`src/inc/crtc_pkg.sv`:
```
// Purpose: shared constants for the raster timing controller
// Assumes: AXI4-Lite register window, one system clock
// Notes: register indices follow the index/data access scheme

package crtc_pkg;

  // ----------------------------------------
  // bus window
  // ----------------------------------------
  localparam int ADDR_W = 4;
  localparam logic [3:0] OFF_INDEX = 4'h0;
  localparam logic [3:0] OFF_DATA = 4'h4;
  localparam logic [1:0] RESP_OKAY = 2'h0;
  localparam logic [1:0] RESP_SLVERR = 2'h2;

  // ----------------------------------------
  // control register indices
  // ----------------------------------------
  localparam logic [4:0] IX_HTOTAL = 5'h00;
  localparam logic [4:0] IX_HSHOWN = 5'h01;
  localparam logic [4:0] IX_HSYNC_POS = 5'h02;
  localparam logic [4:0] IX_HSYNC_WIDTH = 5'h03;
  localparam logic [4:0] IX_VTOTAL = 5'h04;
  localparam logic [4:0] IX_VADJUST = 5'h05;
  localparam logic [4:0] IX_VSHOWN = 5'h06;
  localparam logic [4:0] IX_VSYNC_POS = 5'h07;
  localparam logic [4:0] IX_SCAN_MODE = 5'h08;
  localparam logic [4:0] IX_MAX_SCAN = 5'h09;
  localparam logic [4:0] IX_CUR_START = 5'h0a;
  localparam logic [4:0] IX_CUR_END = 5'h0b;
  localparam logic [4:0] IX_START_HI = 5'h0c;
  localparam logic [4:0] IX_START_LO = 5'h0d;
  localparam logic [4:0] IX_CURSOR_HI = 5'h0e;
  localparam logic [4:0] IX_CURSOR_LO = 5'h0f;
  localparam logic [4:0] IX_PEN_HI = 5'h10;
  localparam logic [4:0] IX_PEN_LO = 5'h11;

  // ----------------------------------------
  // fields and timing
  // ----------------------------------------
  localparam int CUR_MODE_LSB = 5;
  localparam logic [1:0] CUR_STEADY = 2'h0;
  localparam logic [1:0] CUR_HIDDEN = 2'h1;
  localparam logic [1:0] CUR_BLINK16 = 2'h2;
  localparam logic [1:0] CUR_BLINK32 = 2'h3;
  localparam int BLINK16_BIT = 4;
  localparam int BLINK32_BIT = 5;
  localparam logic [3:0] VSYNC_LINES = 4'hf;
  localparam int CHAR_DIV_DEFAULT = 4;

  typedef enum {SCAN_PLAIN, SCAN_SYNC, SCAN_VIDEO} crtc_scan_t;

endpackage : crtc_pkg

```
`src/design/crtc_raster_timing.sv`:
```
// Purpose: character-clocked raster timing generator with AXI4-Lite registers
// Assumes: character period is CHAR_DIV system clocks; pen strobe is synchronous
// Notes: control registers keep their contents across reset, except the index register and the pen address, which clear

module crtc_raster_timing #(
  parameter int CHAR_DIV = crtc_pkg::CHAR_DIV_DEFAULT
) (
  input wire logic clk,
  input wire logic nrst,
  input wire logic [crtc_pkg::ADDR_W-1:0] awaddr,
  input wire logic awvalid,
  output logic awready,
  input wire logic [31:0] wdata,
  input wire logic [3:0] wstrb,
  input wire logic wvalid,
  output logic wready,
  output logic [1:0] bresp,
  output logic bvalid,
  input wire logic bready,
  input wire logic [crtc_pkg::ADDR_W-1:0] araddr,
  input wire logic arvalid,
  output logic arready,
  output logic [31:0] rdata,
  output logic [1:0] rresp,
  output logic rvalid,
  input wire logic rready,
  input wire logic penStrobeIn,
  output logic hsync,
  output logic vsync,
  output logic displayWindow,
  output logic cursorVideo,
  output logic [13:0] refreshAddr,
  output logic [4:0] scanlineIndex
);

  // ----------------------------------------
  // control registers (no reset on purpose, except index and pen address)
  // ----------------------------------------
  logic [4:0] indexReg;
  logic [7:0] hTotal, hShown, hsyncPos;
  logic [3:0] hsyncWidth;
  logic [6:0] vTotal, vShown, vsyncPos, curStart;
  logic [4:0] vAdjust, maxScan, curEnd;
  logic [1:0] scanMode;
  logic [13:0] startAddr, cursorAddr, penAddr;

  logic wrFire, rdFire, wrData;
  assign awready = awvalid && wvalid && !bvalid;
  assign wready = awready;
  assign wrFire = awvalid && wvalid && !bvalid;
  assign wrData = wrFire && awaddr == crtc_pkg::OFF_DATA && wstrb[0];
  assign arready = !rvalid;
  assign rdFire = arvalid && !rvalid;

  always_ff @(posedge clk or negedge nrst)
    if (!nrst)
      indexReg <= 5'h00;
    else if (wrFire && awaddr == crtc_pkg::OFF_INDEX && wstrb[0])
      indexReg <= wdata[4:0];

  // counters reset, these do not
  always_ff @(posedge clk)
    if (wrData)
    begin
      unique case (indexReg)
        crtc_pkg::IX_HTOTAL: hTotal <= wdata[7:0];
        crtc_pkg::IX_HSHOWN: hShown <= wdata[7:0];
        crtc_pkg::IX_HSYNC_POS: hsyncPos <= wdata[7:0];
        crtc_pkg::IX_HSYNC_WIDTH: hsyncWidth <= wdata[3:0];
        crtc_pkg::IX_VTOTAL: vTotal <= wdata[6:0];
        crtc_pkg::IX_VADJUST: vAdjust <= wdata[4:0];
        crtc_pkg::IX_VSHOWN: vShown <= wdata[6:0];
        crtc_pkg::IX_VSYNC_POS: vsyncPos <= wdata[6:0];
        crtc_pkg::IX_SCAN_MODE: scanMode <= wdata[1:0];
        crtc_pkg::IX_MAX_SCAN: maxScan <= wdata[4:0];
        crtc_pkg::IX_CUR_START: curStart <= wdata[6:0];
        crtc_pkg::IX_CUR_END: curEnd <= wdata[4:0];
        crtc_pkg::IX_START_HI: startAddr[13:8] <= wdata[5:0];
        crtc_pkg::IX_START_LO: startAddr[7:0] <= wdata[7:0];
        crtc_pkg::IX_CURSOR_HI: cursorAddr[13:8] <= wdata[5:0];
        crtc_pkg::IX_CURSOR_LO: cursorAddr[7:0] <= wdata[7:0];
        default: ; // pen registers are read only, 18..31 do nothing
      endcase
    end

  // ----------------------------------------
  // bus answers
  // ----------------------------------------
  always_ff @(posedge clk or negedge nrst)
    if (!nrst)
    begin
      bvalid <= 1'b0;
      bresp <= crtc_pkg::RESP_OKAY;
    end
    else if (wrFire)
    begin
      bvalid <= 1'b1;
      bresp <= (awaddr == crtc_pkg::OFF_INDEX || awaddr == crtc_pkg::OFF_DATA) ?
               crtc_pkg::RESP_OKAY : crtc_pkg::RESP_SLVERR;
    end
    else if (bready)
      bvalid <= 1'b0;

  logic [7:0] rdByte;
  always_comb
  begin
    rdByte = 8'h00;
    unique case (indexReg)
      crtc_pkg::IX_HTOTAL: rdByte = hTotal;
      crtc_pkg::IX_HSHOWN: rdByte = hShown;
      crtc_pkg::IX_HSYNC_POS: rdByte = hsyncPos;
      crtc_pkg::IX_HSYNC_WIDTH: rdByte = {4'h0, hsyncWidth};
      crtc_pkg::IX_VTOTAL: rdByte = {1'b0, vTotal};
      crtc_pkg::IX_VADJUST: rdByte = {3'h0, vAdjust};
      crtc_pkg::IX_VSHOWN: rdByte = {1'b0, vShown};
      crtc_pkg::IX_VSYNC_POS: rdByte = {1'b0, vsyncPos};
      crtc_pkg::IX_SCAN_MODE: rdByte = {6'h00, scanMode};
      crtc_pkg::IX_MAX_SCAN: rdByte = {3'h0, maxScan};
      crtc_pkg::IX_CUR_START: rdByte = {1'b0, curStart};
      crtc_pkg::IX_CUR_END: rdByte = {3'h0, curEnd};
      crtc_pkg::IX_START_HI: rdByte = {2'h0, startAddr[13:8]};
      crtc_pkg::IX_START_LO: rdByte = startAddr[7:0];
      crtc_pkg::IX_CURSOR_HI: rdByte = {2'h0, cursorAddr[13:8]};
      crtc_pkg::IX_CURSOR_LO: rdByte = cursorAddr[7:0];
      crtc_pkg::IX_PEN_HI: rdByte = {2'h0, penAddr[13:8]};
      crtc_pkg::IX_PEN_LO: rdByte = penAddr[7:0];
      default: rdByte = 8'h00;
    endcase
  end

  always_ff @(posedge clk or negedge nrst)
    if (!nrst)
    begin
      rvalid <= 1'b0;
      rdata <= 32'h0;
      rresp <= crtc_pkg::RESP_OKAY;
    end
    else if (rdFire)
    begin
      rvalid <= 1'b1;
      rresp <= crtc_pkg::RESP_OKAY;
      if (araddr == crtc_pkg::OFF_INDEX)
        rdata <= {27'h0, indexReg};
      else if (araddr == crtc_pkg::OFF_DATA)
        rdata <= {24'h0, rdByte};
      else
      begin
        rdata <= 32'h0;
        rresp <= crtc_pkg::RESP_SLVERR;
      end
    end
    else if (rready)
      rvalid <= 1'b0;

  // ----------------------------------------
  // character tick from the system clock
  // ----------------------------------------
  logic [7:0] divCnt;
  logic tick;
  always_ff @(posedge clk or negedge nrst)
    if (!nrst)
    begin
      divCnt <= 8'h00;
      tick <= 1'b0;
    end
    else
    begin
      tick <= divCnt == 8'(CHAR_DIV - 1);
      divCnt <= (divCnt == 8'(CHAR_DIV - 1)) ? 8'h00 : divCnt + 8'h01;
    end

  // ----------------------------------------
  // raster counters
  // ----------------------------------------
  crtc_pkg::crtc_scan_t liveMode, frameMode;
  always_comb
    if (!scanMode[0])
      liveMode = crtc_pkg::SCAN_PLAIN;
    else if (scanMode[1])
      liveMode = crtc_pkg::SCAN_VIDEO;
    else
      liveMode = crtc_pkg::SCAN_SYNC;

  logic [7:0] hCount;
  logic [6:0] row;
  logic [4:0] scan, adjCnt;
  logic [13:0] ma, lineStart;
  logic field, inAdjust;
  logic [5:0] fieldCnt;
  logic lineEnd, rowLast, frameEnd, nextField;

  assign lineEnd = tick && hCount == hTotal;
  // video interlace ends a row on the pair that holds the max scanline
  assign rowLast = (frameMode == crtc_pkg::SCAN_VIDEO) ?
                   ((scan | 5'h01) >= maxScan) : (scan >= maxScan);
  assign frameEnd = lineEnd && (inAdjust ? (adjCnt == vAdjust - 5'h01) :
                    (rowLast && row == vTotal && vAdjust == 5'h00));
  assign nextField = (liveMode != crtc_pkg::SCAN_PLAIN) && !field;

  always_ff @(posedge clk or negedge nrst)
    if (!nrst)
    begin
      hCount <= 8'h00;
      row <= 7'h00;
      scan <= 5'h00;
      adjCnt <= 5'h00;
      ma <= 14'h0000;
      lineStart <= 14'h0000;
      field <= 1'b0;
      inAdjust <= 1'b0;
      fieldCnt <= 6'h00;
      frameMode <= crtc_pkg::SCAN_PLAIN;
    end
    else if (frameEnd)
    begin
      hCount <= 8'h00;
      row <= 7'h00;
      inAdjust <= 1'b0;
      field <= nextField;
      frameMode <= liveMode;
      scan <= (liveMode == crtc_pkg::SCAN_VIDEO) ? {4'h0, nextField} : 5'h00;
      lineStart <= startAddr;
      ma <= startAddr;
      fieldCnt <= fieldCnt + 6'h01;
    end
    else if (lineEnd)
    begin
      hCount <= 8'h00;
      if (inAdjust)
      begin
        adjCnt <= adjCnt + 5'h01;
        scan <= scan + 5'h01;
        ma <= lineStart;
      end
      else if (rowLast)
      begin
        row <= row + 7'h01;
        scan <= (frameMode == crtc_pkg::SCAN_VIDEO) ? {4'h0, field} : 5'h00;
        if (row == vTotal)
        begin
          inAdjust <= 1'b1;
          adjCnt <= 5'h00;
        end
        lineStart <= lineStart + 14'(hShown);
        ma <= lineStart + 14'(hShown);
      end
      else
      begin
        // identical scanlines in both fields unless video interlace
        scan <= scan + ((frameMode == crtc_pkg::SCAN_VIDEO) ? 5'h02 : 5'h01);
        ma <= lineStart;
      end
    end
    else if (tick)
    begin
      hCount <= hCount + 8'h01;
      ma <= ma + 14'h0001;
    end

  assign refreshAddr = ma;
  assign scanlineIndex = scan;

  // ----------------------------------------
  // sync pulses
  // ----------------------------------------
  logic [3:0] hsCnt, vsCnt;
  logic [6:0] nextRow;
  assign nextRow = frameEnd ? 7'h00 : row + 7'h01;

  always_ff @(posedge clk or negedge nrst)
    if (!nrst)
    begin
      hsync <= 1'b0;
      hsCnt <= 4'h0;
    end
    else if (tick)
    begin
      if (hsync)
      begin
        hsync <= hsCnt != hsyncWidth - 4'h1;
        hsCnt <= hsCnt + 4'h1;
      end
      else if (hCount == hsyncPos && hsyncWidth != 4'h0)
      begin
        hsync <= 1'b1;
        hsCnt <= 4'h0;
      end
    end

  always_ff @(posedge clk or negedge nrst)
    if (!nrst)
    begin
      vsync <= 1'b0;
      vsCnt <= 4'h0;
    end
    else if (lineEnd)
    begin
      if (vsync)
      begin
        vsync <= vsCnt != crtc_pkg::VSYNC_LINES;
        vsCnt <= vsCnt + 4'h1;
      end
      else if ((frameEnd || (rowLast && !inAdjust)) && nextRow == vsyncPos)
      begin
        vsync <= 1'b1;
        vsCnt <= 4'h0;
      end
    end

  // ----------------------------------------
  // window, cursor, light pen
  // ----------------------------------------
  logic blinkOk, inWindow;
  always_comb
    unique case (curStart[6:crtc_pkg::CUR_MODE_LSB])
      crtc_pkg::CUR_STEADY: blinkOk = 1'b1;
      crtc_pkg::CUR_HIDDEN: blinkOk = 1'b0;
      crtc_pkg::CUR_BLINK16: blinkOk = fieldCnt[crtc_pkg::BLINK16_BIT];
      crtc_pkg::CUR_BLINK32: blinkOk = fieldCnt[crtc_pkg::BLINK32_BIT];
    endcase

  assign inWindow = hCount < hShown && row < vShown && !inAdjust;

  always_ff @(posedge clk or negedge nrst)
    if (!nrst)
    begin
      displayWindow <= 1'b0;
      cursorVideo <= 1'b0;
    end
    else
    begin
      displayWindow <= inWindow;
      cursorVideo <= inWindow && blinkOk && ma == cursorAddr &&
                     scan >= curStart[4:0] && scan <= curEnd;
    end

  // capture repeats every clock while the strobe stays high, last address wins
  always_ff @(posedge clk or negedge nrst)
    if (!nrst)
      penAddr <= 14'h0000;
    else if (penStrobeIn)
      penAddr <= ma;
endmodule : crtc_raster_timing

```
`config.mk`:
```
export PLATFORM = sky130hd
export DESIGN_NAME = crtc_raster_timing
export DESIGN_NICKNAME = d
export VERILOG_FILES = /design/src/inc/crtc_pkg.sv /design/src/design/crtc_raster_timing.sv
export SDC_FILE = /design/constraint.sdc
export NUM_CORES = 1
export LEC_CHECK = 0
export BUFFER_PORTS_ARGS = -buffer_cell sky130_fd_sc_hd__buf_4
export CAP_MARGIN = 25
export CELL_PAD_IN_SITES_DETAIL_PLACEMENT = 1
export CELL_PAD_IN_SITES_GLOBAL_PLACEMENT = 1
export CORE_MARGIN = 4
export CORE_UTILIZATION = 49
export CTS_BUF_LIST = sky130_fd_sc_hd__clkbuf_2
export CTS_CLUSTER_SIZE = 16
export DETAILED_ROUTE_END_ITERATION = 8
export PLACE_DENSITY_LB_ADDON = 0.2
export SYNTH_ARGS = -nofsm -noshare
export SYNTH_HDL_FRONTEND = slang
export SYNTH_SLANG_ARGS = --single-unit
```
`constraint.sdc`:
```
create_clock -name clk -period 3.44 [get_ports clk]
set_input_delay 0.688 -clock clk [delete_from_list [all_inputs] [get_ports clk]]
set_output_delay 0.688 -clock clk [all_outputs]
set_load 0.01 [all_outputs]
```
=== After elaboration in Yosys (flattened, before gate mapping) ===
Cells that the tools add are included.

* Register bits after elaboration: 272
* Output and inout bits: 64

* $add $sub $neg: 13
* $lt $le $gt $ge: 6
* Equal/unequal tests: 34
* Mux-type cells: 54
* Bitwise gates (word level): 1
* Reductions and logical operators: 63

{| class="wikitable"
|+ Operators with widths
! kind !! count
|-
| 8-bit one-hot mux with 18 select lines || 1
|-
| 14-bit 2-to-1 mux || 7
|-
| 32-bit by 3-bit equality test with 1-bit output, second input constant || 2
|-
| 8-bit 2-to-1 mux || 6
|-
| 5-bit by 4-bit equality test with 1-bit output, second input constant || 8
|-
| 2-bit AND reduction || 18
|-
| 5-bit 2-to-1 mux || 7
|-
| 7-bit 2-to-1 mux || 5
|-
| 32-bit nonzero test || 1
|-
| 1-bit logical AND || 21
|-
| 5-bit by 3-bit equality test with 1-bit output, second input constant || 4
|-
| 1-bit 2-to-1 mux || 17
|-
| 8-bit by 1-bit adder with 8-bit output, second input constant || 2
|-
| 8-bit equality test || 2
|-
| 4-bit 2-to-1 mux || 4
|-
| 2-bit nonzero test || 8
|-
| 5-bit greater-or-equal comparator || 3
|-
| 14-bit by 1-bit adder with 14-bit output, second input constant || 1
|-
| 14-bit by 8-bit adder with 14-bit output || 1
|-
| 14-bit equality test || 1
|-
| 7-bit equality test || 2
|-
| 2-bit 2-to-1 mux || 6
|-
| 5-bit by 1-bit adder with 5-bit output, second input constant || 2
|-
| 5-bit by 2-bit equality test with 1-bit output, second input constant || 2
|-
| other kinds (30) || 40
|}

=== Logic depth before layout (Yosys ltp) ===
Gate-level depths: netlist (run 1).

* Depth in word-level cells: 11
* Depth in mapped cells: 12

=== Least setup slack after synthesis (run 1) ===
No wires, ideal clock.

* Kind: register -> register
* From: reg scan[0], in the netlist scanlineIndex[0]
* To: reg vsCnt[1]
* Arrival: 2.697 ns
* Path slack: 0.618 ns
* Cell stages (with the launch flop): 12
* Buffers on the path: 1
* Clock period less this slack: 2.822 ns
* Path through: dfrtp_1 -> inv_1 -> ha_1 -> nand2b_1 -> a211o_1 -> a221oi_2 -> buf_2 -> o31ai_2 -> a21oi_1 -> o22ai_1 -> o31a_1 -> mux2_4

* Longest elaborated chain between the ends: 11
* Elaborated cells on any way between the ends: 13

{| class="wikitable"
|+ Ends and longest elaborated chain
! what !! line !! text
|-
| start, declared || crtc_raster_timing.sv:186 || <nowiki>logic [4:0] scan, adjCnt;</nowiki>
|-
| start signal, assigned || crtc_raster_timing.sv:221 || <nowiki>scan <= (liveMode == crtc_pkg::SCAN_VIDEO) ? {4'h0, nextField} : 5'h00;</nowiki>
|-
| start signal, assigned || crtc_raster_timing.sv:232 || <nowiki>scan <= scan + 5'h01;</nowiki>
|-
| start signal, assigned || crtc_raster_timing.sv:238 || <nowiki>scan <= (frameMode == crtc_pkg::SCAN_VIDEO) ? {4'h0, field} : 5'h00;</nowiki>
|-
| 5-bit greater-or-equal comparator * || crtc_raster_timing.sv:195 || <nowiki>((scan | 5'h01) >= maxScan) : (scan >= maxScan);</nowiki>
|-
| 1-bit 2-to-1 mux * || crtc_raster_timing.sv:194 || <nowiki>assign rowLast = (frameMode == crtc_pkg::SCAN_VIDEO) ?</nowiki>
|-
| 1-bit logical AND (2 in a row) || crtc_raster_timing.sv:197 || <nowiki>(rowLast && row == vTotal && vAdjust == 5'h00));</nowiki>
|-
| 1-bit 2-to-1 mux || crtc_raster_timing.sv:196 || <nowiki>assign frameEnd = lineEnd && (inAdjust ? (adjCnt == vAdjust - 5'h01) :</nowiki>
|-
| 1-bit logical AND || crtc_raster_timing.sv:196 ||
|-
| 7-bit 2-to-1 mux || crtc_raster_timing.sv:268 || <nowiki>assign nextRow = frameEnd ? 7'h00 : row + 7'h01;</nowiki>
|-
| 7-bit equality test || crtc_raster_timing.sv:303 || <nowiki>else if ((frameEnd || (rowLast && !inAdjust)) && nextRow == vsyncPos)</nowiki>
|-
| 1-bit logical AND * || crtc_raster_timing.sv:303 ||
|-
| 2-bit nonzero test (no source line) * || n/a ||
|-
| 2-bit AND reduction (no source line) * || n/a ||
|-
| end signal, assigned || crtc_raster_timing.sv:301 || <nowiki>vsCnt <= vsCnt + 4'h1;</nowiki>
|-
| end, declared || crtc_raster_timing.sv:266 || <nowiki>logic [3:0] hsCnt, vsCnt;</nowiki>
|}

Mark *: on every way between the ends. The rest lies on a longest branch, timed or not.
A chain may end at the register's enable or synchronous reset.

=== Worst setup path after layout (run 1) ===
* From: reg scan[0], in the netlist scanlineIndex[0]
* To: reg vsCnt[2]

The elaborated chain is that of the path after synthesis.

==> reports/metrics.cfg, run 1 <==
[worst_setup_path]
cp-startpoint=scanlineIndex[0]$_DFFE_PN0P_
crit_arrival_ns=3.91
critical_path_class=reg2reg
rr_endpoint=vsCnt[2]$_DFFE_PN0P_
cp_max_fo=31
cp-start-kind=register
required_ns=4.20
cp-end-kind=register
rrSetupSlack_ns=0.29
r2r_start=scanlineIndex[0]$_DFFE_PN0P_
crit_end=vsCnt[2]$_DFFE_PN0P_
worstRegToRegCells=12

[clock_network]
htree_levels=2
clk_pin_slew_worst_paths_ns=0.10
cts.sinks=216
worstSkewPairLatency_ns=0.91
clockBufferDepth=3
cts_inserted_buffers=58
tritoncts=yes
root_buffer=clkbuf_2

[die]
start_util_pct=50.0
ios=116
die_x_um=163
coreArea_sq_um=23500
fp.dieH_um=163
die_area_sq_um=26600
row_count=56

[synth]
ys_warn_count=0
synth_seq_cells=216
ys.flop_type=dfrtp_1
async_flop_share_pct=53.2
avgSynthCellArea_sq_um=10.6
synth_area_sq_um=11800
synth_edf_count=101
synth_cell_types=70
ys_seq_area_share_pct=50.2
syn_inst=1112

[cells_and_area]
nets=1346
fin_cells=1612
drive_above_1_share_pct=19.3
layout-area-overhead-vs-synth_pct=13.1

[global_route]
grt_remaining_overflow=0
antenna_found_initial=1
grt_pass1_vias=10024
grt_use_total_pct=28.9
grt_max_degree=62
grt_pass1_wl_mm=58.9

[route]
antenna_left=0
drt-vias-per-instance=6.04
vias=9738
drt-pass1-iter-count=5
drtIter0Drc=1024
wirelength_mm=38.0
drc=0
routedWlPerCell_um=23.6

[place]
hpwlAfterDp_mm=28.0
post-place-cells=1496
io_buffers=62
place_congestion=0.939

[power]
vdd_drop_max_uv=312
pwr_density_cell_nw_per_um2=377
p_leak_nw=5.70

[timing]
finalClockSkew_ns=0.0773
rsz0062_at_grt=no
whs_ns=0.108
min_period_ns=3.15
slew_headroom_pct=32.7
max_freq_mhz=318
tightest_slew_ns=1.01
finalHoldViolCount=0
setup_tns_ns=0
maxSlewViolCount=0
finalSetupViolations=0
post-route-period-util_pct=91.5

[status]
status=finished, final reports clean

[job]
maxCapViolations=0

[min_path]
worst_hold_path_type=in2reg

-- power by group --
| part | internal (mW) | leakage, nW | total, mW | switching [mW] |
|---|---|---|---|---|
| combinational | 0.126 | 2.81 | 0.355 | 0.230 |
| sequential | 2.72 | 2.45 | 2.76 | 0.0406 |
| clock | 0.761 | 0.438 | 1.91 | 1.15 |
-- cell families after synthesis --
| logic type | synth area share [%] |
|---|---|
| compound gates | 14.7 |
| xor+xnor | 6.76 |
| fa+ha+maj | 5.76 |
| buf+inv | 4.79 |
| flops | 50.2 |
| mux | 3.11 |
| other cells | 0.0319 |
| simple gates | 14.6 |
-- metrics by stage --
stage	area, sq um	worst slack, ns	power (mW)	util, %
final	13300	0.293	5.03	56.6
after global routing	13300	0.0272	5.24	56.6
after CTS	13300	0.174	5.06	56.5
after detailed placement	12700	0.177	3.16	54.0
after global placement	12700	0.337	3.15	54.0
after floorplan	11900	0.618	3.00	-
-- cell usage after synthesis (all sizes together) (26+ instances only) --
library cell | n | area share, %
a21oi | 45 | 1.9
a22oi | 27 | 1.7
buf | 36 | 2.2
clkbuf | 30 | 0.96
dfrtp | 115 | 24
edfxtp | 101 | 26
ha | 51 | 5.4
inv | 52 | 1.7
mux2 | 26 | 2.5
nand2 | 97 | 3.1
nand3 | 32 | 1.4
nor2 | 64 | 2.0
o21ai | 66 | 2.8
xnor2 | 47 | 3.5
xor2 | 43 | 3.3
-- layout make-up --
class | count | area, sq um
sequential | 216 | 5910
timing repair buffer | 110 | 861
fill | 2697 | 10200
multi-input combinational | 803 | 5400
tap | 319 | 399
clock inverter | 10 | 48.8
inverter | 52 | 195
clock buffer | 100 | 500
antenna | 2 | 5.00
-- layout by cell type, fill, tap and decap left out, drive strengths merged, types with 32 or more instances in the layout --
cell type and count:
xnor2 47, nand2 97, ha 51, a21oi 45, dfrtp 115, inv 52
o21ai 66, nand3 32, xor2 43, edfxtp 101, clkbuf 100, nor2 64
buf 106
-- timing repair --
action	in CTS	in global routing
buffers inserted	0	0
gates resized for setup	0	2
endpoints found under the setup margin	0	3
endpoints found under the hold margin	61	0
hold buffers	4	0
-- worst min-delay path by stage --
stage	start	to	slack, ns	depth (start not counted)
2_1_floorplan	nrst	adjCnt[0]$_DFFE_PN0P_	0.39	0
3_3_place_gp	frameMode[1]$_DFFE_PN0P_	frameMode[1]$_DFFE_PN0P_	0.44	2
3_5_place_dp	frameMode[1]$_DFFE_PN0P_	frameMode[1]$_DFFE_PN0P_	0.46	2
4_1_cts	wdata[6]	hsyncPos[6]$_DFFE_PP_	0.02	1
5_1_grt	wdata[6]	hsyncPos[6]$_DFFE_PP_	0.02	1
6_report	awaddr[3]	bresp[1]$_DFFE_PN0P_	0.11	3
-- critical path, cell delays in order, from the launching register on --
cell      delay, ns
dfrtp_2        0.47
inv_1          0.17
ha_1           0.25
nand2b_1       0.14
a211o_1        0.30
a221oi_2       0.25
buf_4          0.26
o31a_1         0.27
buf_12         0.21
o21ai_0        0.11
o22ai_1        0.25
o31ai_1        0.18
o21ai_0        0.17
-- sequential cells by signal (all words and copies together), names as in the netlist, 14 cells and up --
signal       cells
cursorAddr      14
lineStart       14
penAddr         14
refreshAddr     14
startAddr       14
-- metal layers --
metal	share of wire [%]	GRT usage [%]
met1	41	40.2
met2	46	45.8
met3	9.6	5.65
met4	3.1	9.61
met5	0	0
(Power assumes the default switching activity.)
==> run 2, diff against run 1 <==
Settings changed: BUFFER_PORTS_ARGS -buffer_cell sky130_fd_sc_hd__buf_4 to not set, CORE_UTILIZATION 49 to 42, DONT_BUFFER_PORTS set to 1.
==> run 2 against run 1 <==
Setup slack improved by 0.015 ns. Sequential cell count unchanged. Final area decreased by 1.4%. Final cell count increased by 0.99%. Hold slack improved by 0.0039 ns. Register-to-register slack about the same. Clock skew decreased by 0.034 ns. First-iteration DRC count decreased by 19%. Total power increased by 0.50%. Non-clock buffer count decreased by 41. Critical endpoint is now refreshAddr[10]$_DFFE_PN0P_.
==> reports/metrics.cfg, run 2 (synthesis gave the netlist of run 1 again) <==
[cells_and_area]
final_cell_area_sq_um=13100  ; -1.4%
fin_util_pct=47.4  ; -9.2 points
layout_common_cells=dfrtp_1 (115), edfxtp_1 (101), nand2_1 (97)
fin_cells=1628  ; +0.99%
layout-area-overhead-vs-synth_pct=11.6
drive_above_1_share_pct=14.8  ; -4.5 points
final_common_cell=dfrtp_1
nets=1304  ; -3.1%

[route]
drtIter0Drc=833  ; -19%
routedWlPerCell_um=23.9  ; +1.5%
vias=9508  ; -2.4%
wirelength_mm=39.0  ; +2.5%
drc=0  ; unchanged
drt-vias-per-instance=5.84  ; -3.3%
drt-pass1-iter-count=5  ; unchanged
antenna_left=0  ; unchanged

[clock_network]
clk_pin_slew_worst_paths_ns=0.13  ; +0.03 ns
cts_inserted_buffers=57  ; -1.7%
clockBufferDepth=3  ; unchanged
cts_resized=0  ; unchanged
tritoncts=yes
root_buffer=clkbuf_2
worstSkewPairLatency_ns=0.88  ; -0.03 ns
cts.sinks=216  ; unchanged
htree_levels=2  ; unchanged

[min_path]
hp-start=awaddr[2]
hold_depth=2  ; -1
hold_end=indexReg[2]$_DFFE_PN0P_
worst_hold_path_type=in2reg

[place]
place_congestion=0.949  ; +1.1%
dpl-instance-area_sq_um=12300  ; -3.0%
post-place-cells=1498  ; +0.13%
io_buffers=0  ; -100%
hpwlAfterDp_mm=28.0  ; about the same

[worst_setup_path]
critical_path.most_common_cell=buf_4
cp_max_fo=25  ; -19%
r2r_start=scanlineIndex[0]$_DFFE_PN0P_
required_ns=4.25  ; +0.05 ns
crit_path_cell_trace=inv_1 > ha_1 > nand2b_1 > a211o_1 > a221oi_2 > buf_4 > o31a_1 > buf_4 > nand2_1 > o21ai_0 > a22o_1
cp-startpoint=scanlineIndex[0]$_DFFE_PN0P_
critical_path_class=reg2reg
critPathSlowestCell=dfrtp_1
rrSetupSlack_ns=0.31  ; about the same
rr_endpoint=refreshAddr[10]$_DFFE_PN0P_
cp-end-kind=register
worstRegToRegCells=11  ; -1
max_stage_delay_ns=0.40  ; -0.07 ns
cp-start-kind=register
crit_arrival_ns=3.94  ; +0.03 ns

[power]
p_leak_nw=5.47  ; -4.0%
swShare_pct=28.2  ; +0.038 points
power_frac_seq_pct=54.8  ; -0.2 points
p_int_mw=3.63  ; +0.44%
power.share.clock_pct=38.8  ; +0.9 points
pwr_density_cell_nw_per_um2=385  ; +1.9%
p_comb_share_pct=6.5  ; -0.6 points
vdd_drop_max_uv=277  ; -11%
p_switching_mw=1.43  ; +0.63%

[global_route]
antenna_found_initial=2  ; +1
met3_usage_pct=6.03  ; +0.37 points
grt_pass1_wl_mm=59.3  ; +0.64%
grt_max_degree=116  ; +87%
grt-busiest-layer=met2
grt_pass1_vias=9831  ; -1.9%
grt_use_total_pct=25.3  ; -3.6 points
grt_remaining_overflow=0  ; unchanged
met2_usage_pct=39.8  ; -6.0 points
grtUsageMet1_pct=34.5  ; -5.7 points

[timing]
post-route-period-util_pct=91.1  ; -0.43 points
finalClockSkew_ns=0.0434  ; -0.0339 ns
slew_headroom_pct=34.7  ; +2.0 points
finalSetupViolations=0  ; unchanged
whs_ns=0.112  ; +0.00385 ns
setup_tns_ns=0  ; unchanged
finalHoldViolCount=0  ; unchanged
rsz0062_at_grt=no
maxSlewViolCount=0  ; unchanged
tightest_slew_ns=0.976  ; -0.0338 ns
max_freq_mhz=319  ; +0.47%
min_period_ns=3.13  ; -0.0146 ns

[die]
ios=116  ; unchanged
die_area_sq_um=30800  ; +16%
coreArea_sq_um=27700  ; +18%
die_x_um=175  ; +7.6%
fp.dieH_um=175  ; +7.6%
row_count=61  ; +8.9%
start_util_pct=42.5  ; -7.5 points

[job]
maxCapViolations=0  ; unchanged

[status]
status=finished, final reports clean

## run 2: cell count changes in the layout (fill, tap and decap cells not counted), sizes merged
cell and delta:
bufinv +2, buf -54, clkinv +15, dlygate4sd3 +13, inv +1, clkbuf -20
## run 2: how the worst max path moves through the flow
| stage | endpoint | slack [ns] | depth (start not counted) |
|---|---|---|---|
| 3_5_place_dp | refreshAddr[10]$_DFFE_PN0P_ | 0.21 | 11 |
| 3_3_place_gp | refreshAddr[10]$_DFFE_PN0P_ | 0.31 | 11 |
| 6_report | refreshAddr[10]$_DFFE_PN0P_ | 0.31 | 11 |
| 2_1_floorplan | vsCnt[1]$_DFFE_PN0P_ | 0.62 | 11 |
| 4_1_cts | refreshAddr[10]$_DFFE_PN0P_ | 0.16 | 11 |
| 5_1_grt | refreshAddr[10]$_DFFE_PN0P_ | 0.02 | 11 |
## run 2: repair_timing
action	CTS	global route
hold endpoints to repair	239	0
setup buffers	0	2
endpoints found under the setup margin	0	5
hold buffers	18	0
## run 2: per-layer routing
layer / vias up / routed length (um)
met5: - / 13
met4: 2 / 1430
met3: 96 / 3310
met2: 395 / 17600
met1: 4771 / 16600
li1: 4244 / -
## run 2: cell type report
cell class,count,area [sq um]
fillers,3098,14600
flip-flops and latches,216,5910
multi-input cells,803,5400
repair buffers,69,581
well taps,378,473
clock buffers,80,400
inverters,52,195
clock inverters,28,171
diodes,2,5.00
## run 2: power groups by stage
| stage | registers, mW | clock network, mW | logic [mW] |
|---|---|---|---|
| 2_1_floorplan | 2.80 | 0 | 0.199 |
| 3_3_place_gp | 2.82 | 0 | 0.236 |
| 3_5_place_dp | 2.82 | 0 | 0.238 |
| 4_1_cts | 2.77 | 2.03 | 0.319 |
| 5_1_grt | 2.77 | 2.18 | 0.353 |
| 6_report | 2.77 | 1.96 | 0.327 |
## run 2: per-stage QoR
step           worst slack, ns  total power, mW
6_report                 0.308             5.05
5_1_grt                 0.0245             5.30
4_1_cts                  0.159             5.12
3_5_place_dp             0.210             3.06
3_3_place_gp             0.311             3.05
2_1_floorplan            0.618             3.00
## run 2: worst max-delay path: cells and delay by family (launching register included)
kind	cells	cell delay (ns)
adder cells (fa/ha/maj)	1	0.26
AND/OR/NAND/NOR	2	0.46
AO/OA/AOI/OAI	5	1.24
flip-flops	1	0.40
buffers and inverters	3	0.71
==> run 3, diff against run 2 <==
Settings changed: GPL_TIMING_DRIVEN set to 0.
==> run 3 against run 2 <==
Total power down 1.4%. Sequential power is essentially flat. Wire length is 3.3% higher. First-iteration DRC count is 15% lower. Clock skew is 0.0041 ns higher. Largest cell class unchanged.
==> reports/metrics.cfg, run 3 (synthesis gave the netlist of run 1 again) <==
[worst_setup_path]
crit_arrival_ns=4.02  ; +0.08 ns
required_ns=4.17  ; -0.08 ns
cp-start-kind=register
critical_path_class=reg2reg
r2r_start=scanlineIndex[0]$_DFFE_PN0P_
cp-startpoint=scanlineIndex[0]$_DFFE_PN0P_
critPathSlowestCell=dfrtp_2
max_stage_delay_ns=0.49  ; +0.09 ns
cp_max_fo=10  ; -60%
crit_path_cell_trace=inv_1 > ha_1 > nand2b_1 > a211o_1 > a221oi_2 > buf_4 > o31ai_4 > and2_1 > buf_2 > a21oi_1 > o21ai_0 > a22o_1
cp-end-kind=register

[global_route]
antenna_found_initial=1  ; -1
grt_pass1_vias=9985  ; +1.6%
grt_pass1_wl_mm=61.6  ; +3.9%
grt_use_total_pct=26.2  ; +0.87 points
grt_max_degree=116  ; unchanged
grt_remaining_overflow=0  ; unchanged

[timing]
tightest_slew_ns=1.12  ; +0.147 ns
rsz0062_at_grt=no
maxSlewViolCount=0  ; unchanged
min_period_ns=3.29  ; +0.156 ns
post-route-period-util_pct=95.6  ; +4.5 points
max_freq_mhz=304  ; -4.7%
whs_ns=0.116  ; +0.00395 ns
finalClockSkew_ns=0.0475  ; +0.00410 ns
setup_tns_ns=0  ; unchanged
slew_headroom_pct=24.5  ; -10 points
finalHoldViolCount=0  ; unchanged
finalSetupViolations=0  ; unchanged

[cells_and_area]
layout-area-overhead-vs-synth_pct=12.1
fin_util_pct=47.6  ; +0.23 points
layout_common_cells=dfrtp_1 (113), edfxtp_1 (101), nand2_1 (97)
final_common_cell=dfrtp_1
nFillCells=3144  ; +1.5%
drive_above_1_share_pct=14.7  ; -0.16 points
final_cell_area_sq_um=13200  ; +0.50%
nets=1332  ; +2.1%

[clock_network]
tritoncts=yes
post_cts_buffers=0  ; unchanged
cts_inserted_buffers=60  ; +5.3%
htree_levels=2  ; unchanged
worstSkewPairLatency_ns=0.89  ; about the same
clk_pin_slew_worst_paths_ns=0.10  ; -0.03 ns
cts.sinks=216  ; unchanged
root_buffer=clkbuf_2
clockBufferDepth=3  ; unchanged

[place]
io_buffers=0  ; unchanged
place_congestion=0.880  ; -7.3%
dpl-instance-area_sq_um=12400  ; +0.59%
hpwlAfterDp_mm=29.8  ; +6.2%

[route]
antenna_left=0  ; unchanged
routedWlPerCell_um=24.3  ; +1.7%
wirelength_mm=40.3  ; +3.3%
drc=0  ; unchanged
drtIter0Drc=708  ; -15%
drt-pass1-iter-count=5  ; unchanged
vias=9607  ; +1.0%
drt-vias-per-instance=5.81  ; -0.55%

[die]
start_util_pct=42.5  ; unchanged
fp.dieH_um=175  ; unchanged
die_area_sq_um=30800  ; unchanged
ios=116  ; unchanged
die_x_um=175  ; unchanged
row_count=61  ; unchanged
coreArea_sq_um=27700  ; unchanged

[min_path]
worst_hold_path_type=in2reg
hp-start=awaddr[2]

[job]
maxCapViolations=0  ; unchanged

[power]
p_leak_nw=5.48  ; +0.11%
pwr_density_cell_nw_per_um2=377  ; -1.9%
vdd_drop_max_uv=253  ; -8.5%

[status]
status=finished, final reports clean

## run 3: changes by cell type in the layout (fill, tap and decap cells not counted), sizes merged
cell / delta
clkbuf: +36
inv: +1
bufinv: -2
buf: -7
diode: -1
clkinv: -1
## run 3: path summary, 6_finish.rpt
path	cells past startpoint	end	slack [ns]
setup reg to reg	12	refreshAddr[10]$_DFFE_PN0P_	0.15
setup / recovery	12	refreshAddr[10]$_DFFE_PN0P_	0.15
min in group asynchronous	2	lineStart[4]$_DFFE_PN0P_	0.55
hold / removal	3	indexReg[2]$_DFFE_PN0P_	0.12
hold reg to reg	2	frameMode[1]$_DFFE_PN0P_	0.47
max in group asynchronous	2	scanlineIndex[1]$_DFFE_PN0P_	2.43
## run 3: area by class of cell
type / instances / area [sq um] / area share [%]
Timing Repair Buffer: 29 / 269 / 2.04
Inverter: 52 / 195 / 1.48
Multi-Input combinational cell: 803 / 5430 / 41.2
Tap cell: 378 / 473 / 3.58
Buffer: 65 / 373 / 2.82
Clock buffer: 84 / 420 / 3.19
Clock inverter: 26 / 121 / 0.920
Sequential cell: 216 / 5910 / 44.8
Antenna cell: 1 / 2.50 / 0.0190
## run 3: through the flow
| step | setup slack [ns] | total power, mW | instances |
|---|---|---|---|
| finish | 0.152 | 4.98 | 1654 |
| global route | 0.0101 | 5.24 | 1654 |
| floorplan | 0.618 | 3.00 | 1137 |
| detailed placement | -0.293 | 3.08 | 1524 |
| CTS | 0.0182 | 5.03 | 1652 |
| global placement | -0.341 | 3.07 | 1515 |
## run 3: critical path: cells and delay by family, from the launching register on
| kind | cells | cell delay, ns |
|---|---|---|
| buffers and inverters | 3 | 0.71 |
| flip-flops | 1 | 0.49 |
| AND/OR/NAND/NOR | 2 | 0.37 |
| AO/OA/AOI/OAI | 6 | 1.33 |
| adder cells (fa/ha/maj) | 1 | 0.27 |
## run 3: routing by layer
metal	vias to the layer above	global-route usage (%)	share of wire, %
met2	425	42.0	46
met3	97	6.74	8.9
li1	4296	-	-
met5	-	0	0
met1	4789	35.3	42
met4	0	7.63	2.9
## run 3: where the power goes
| part | total, mW | switching (mW) | leakage (nW) | internal [mW] |
|---|---|---|---|---|
| clock | 1.87 | 1.18 | 0.412 | 0.685 |
| sequential | 2.75 | 0.0227 | 2.45 | 2.72 |
| combinational | 0.364 | 0.243 | 2.61 | 0.121 |
| total | 4.98 | 1.45 | 5.48 | 3.53 |
## run 3: repair_timing
action                                 CTS  global route
setup endpoints to repair               34            35
hold buffers                            18             0
gates resized for setup                  6             6
endpoints found under the hold margin  229             0
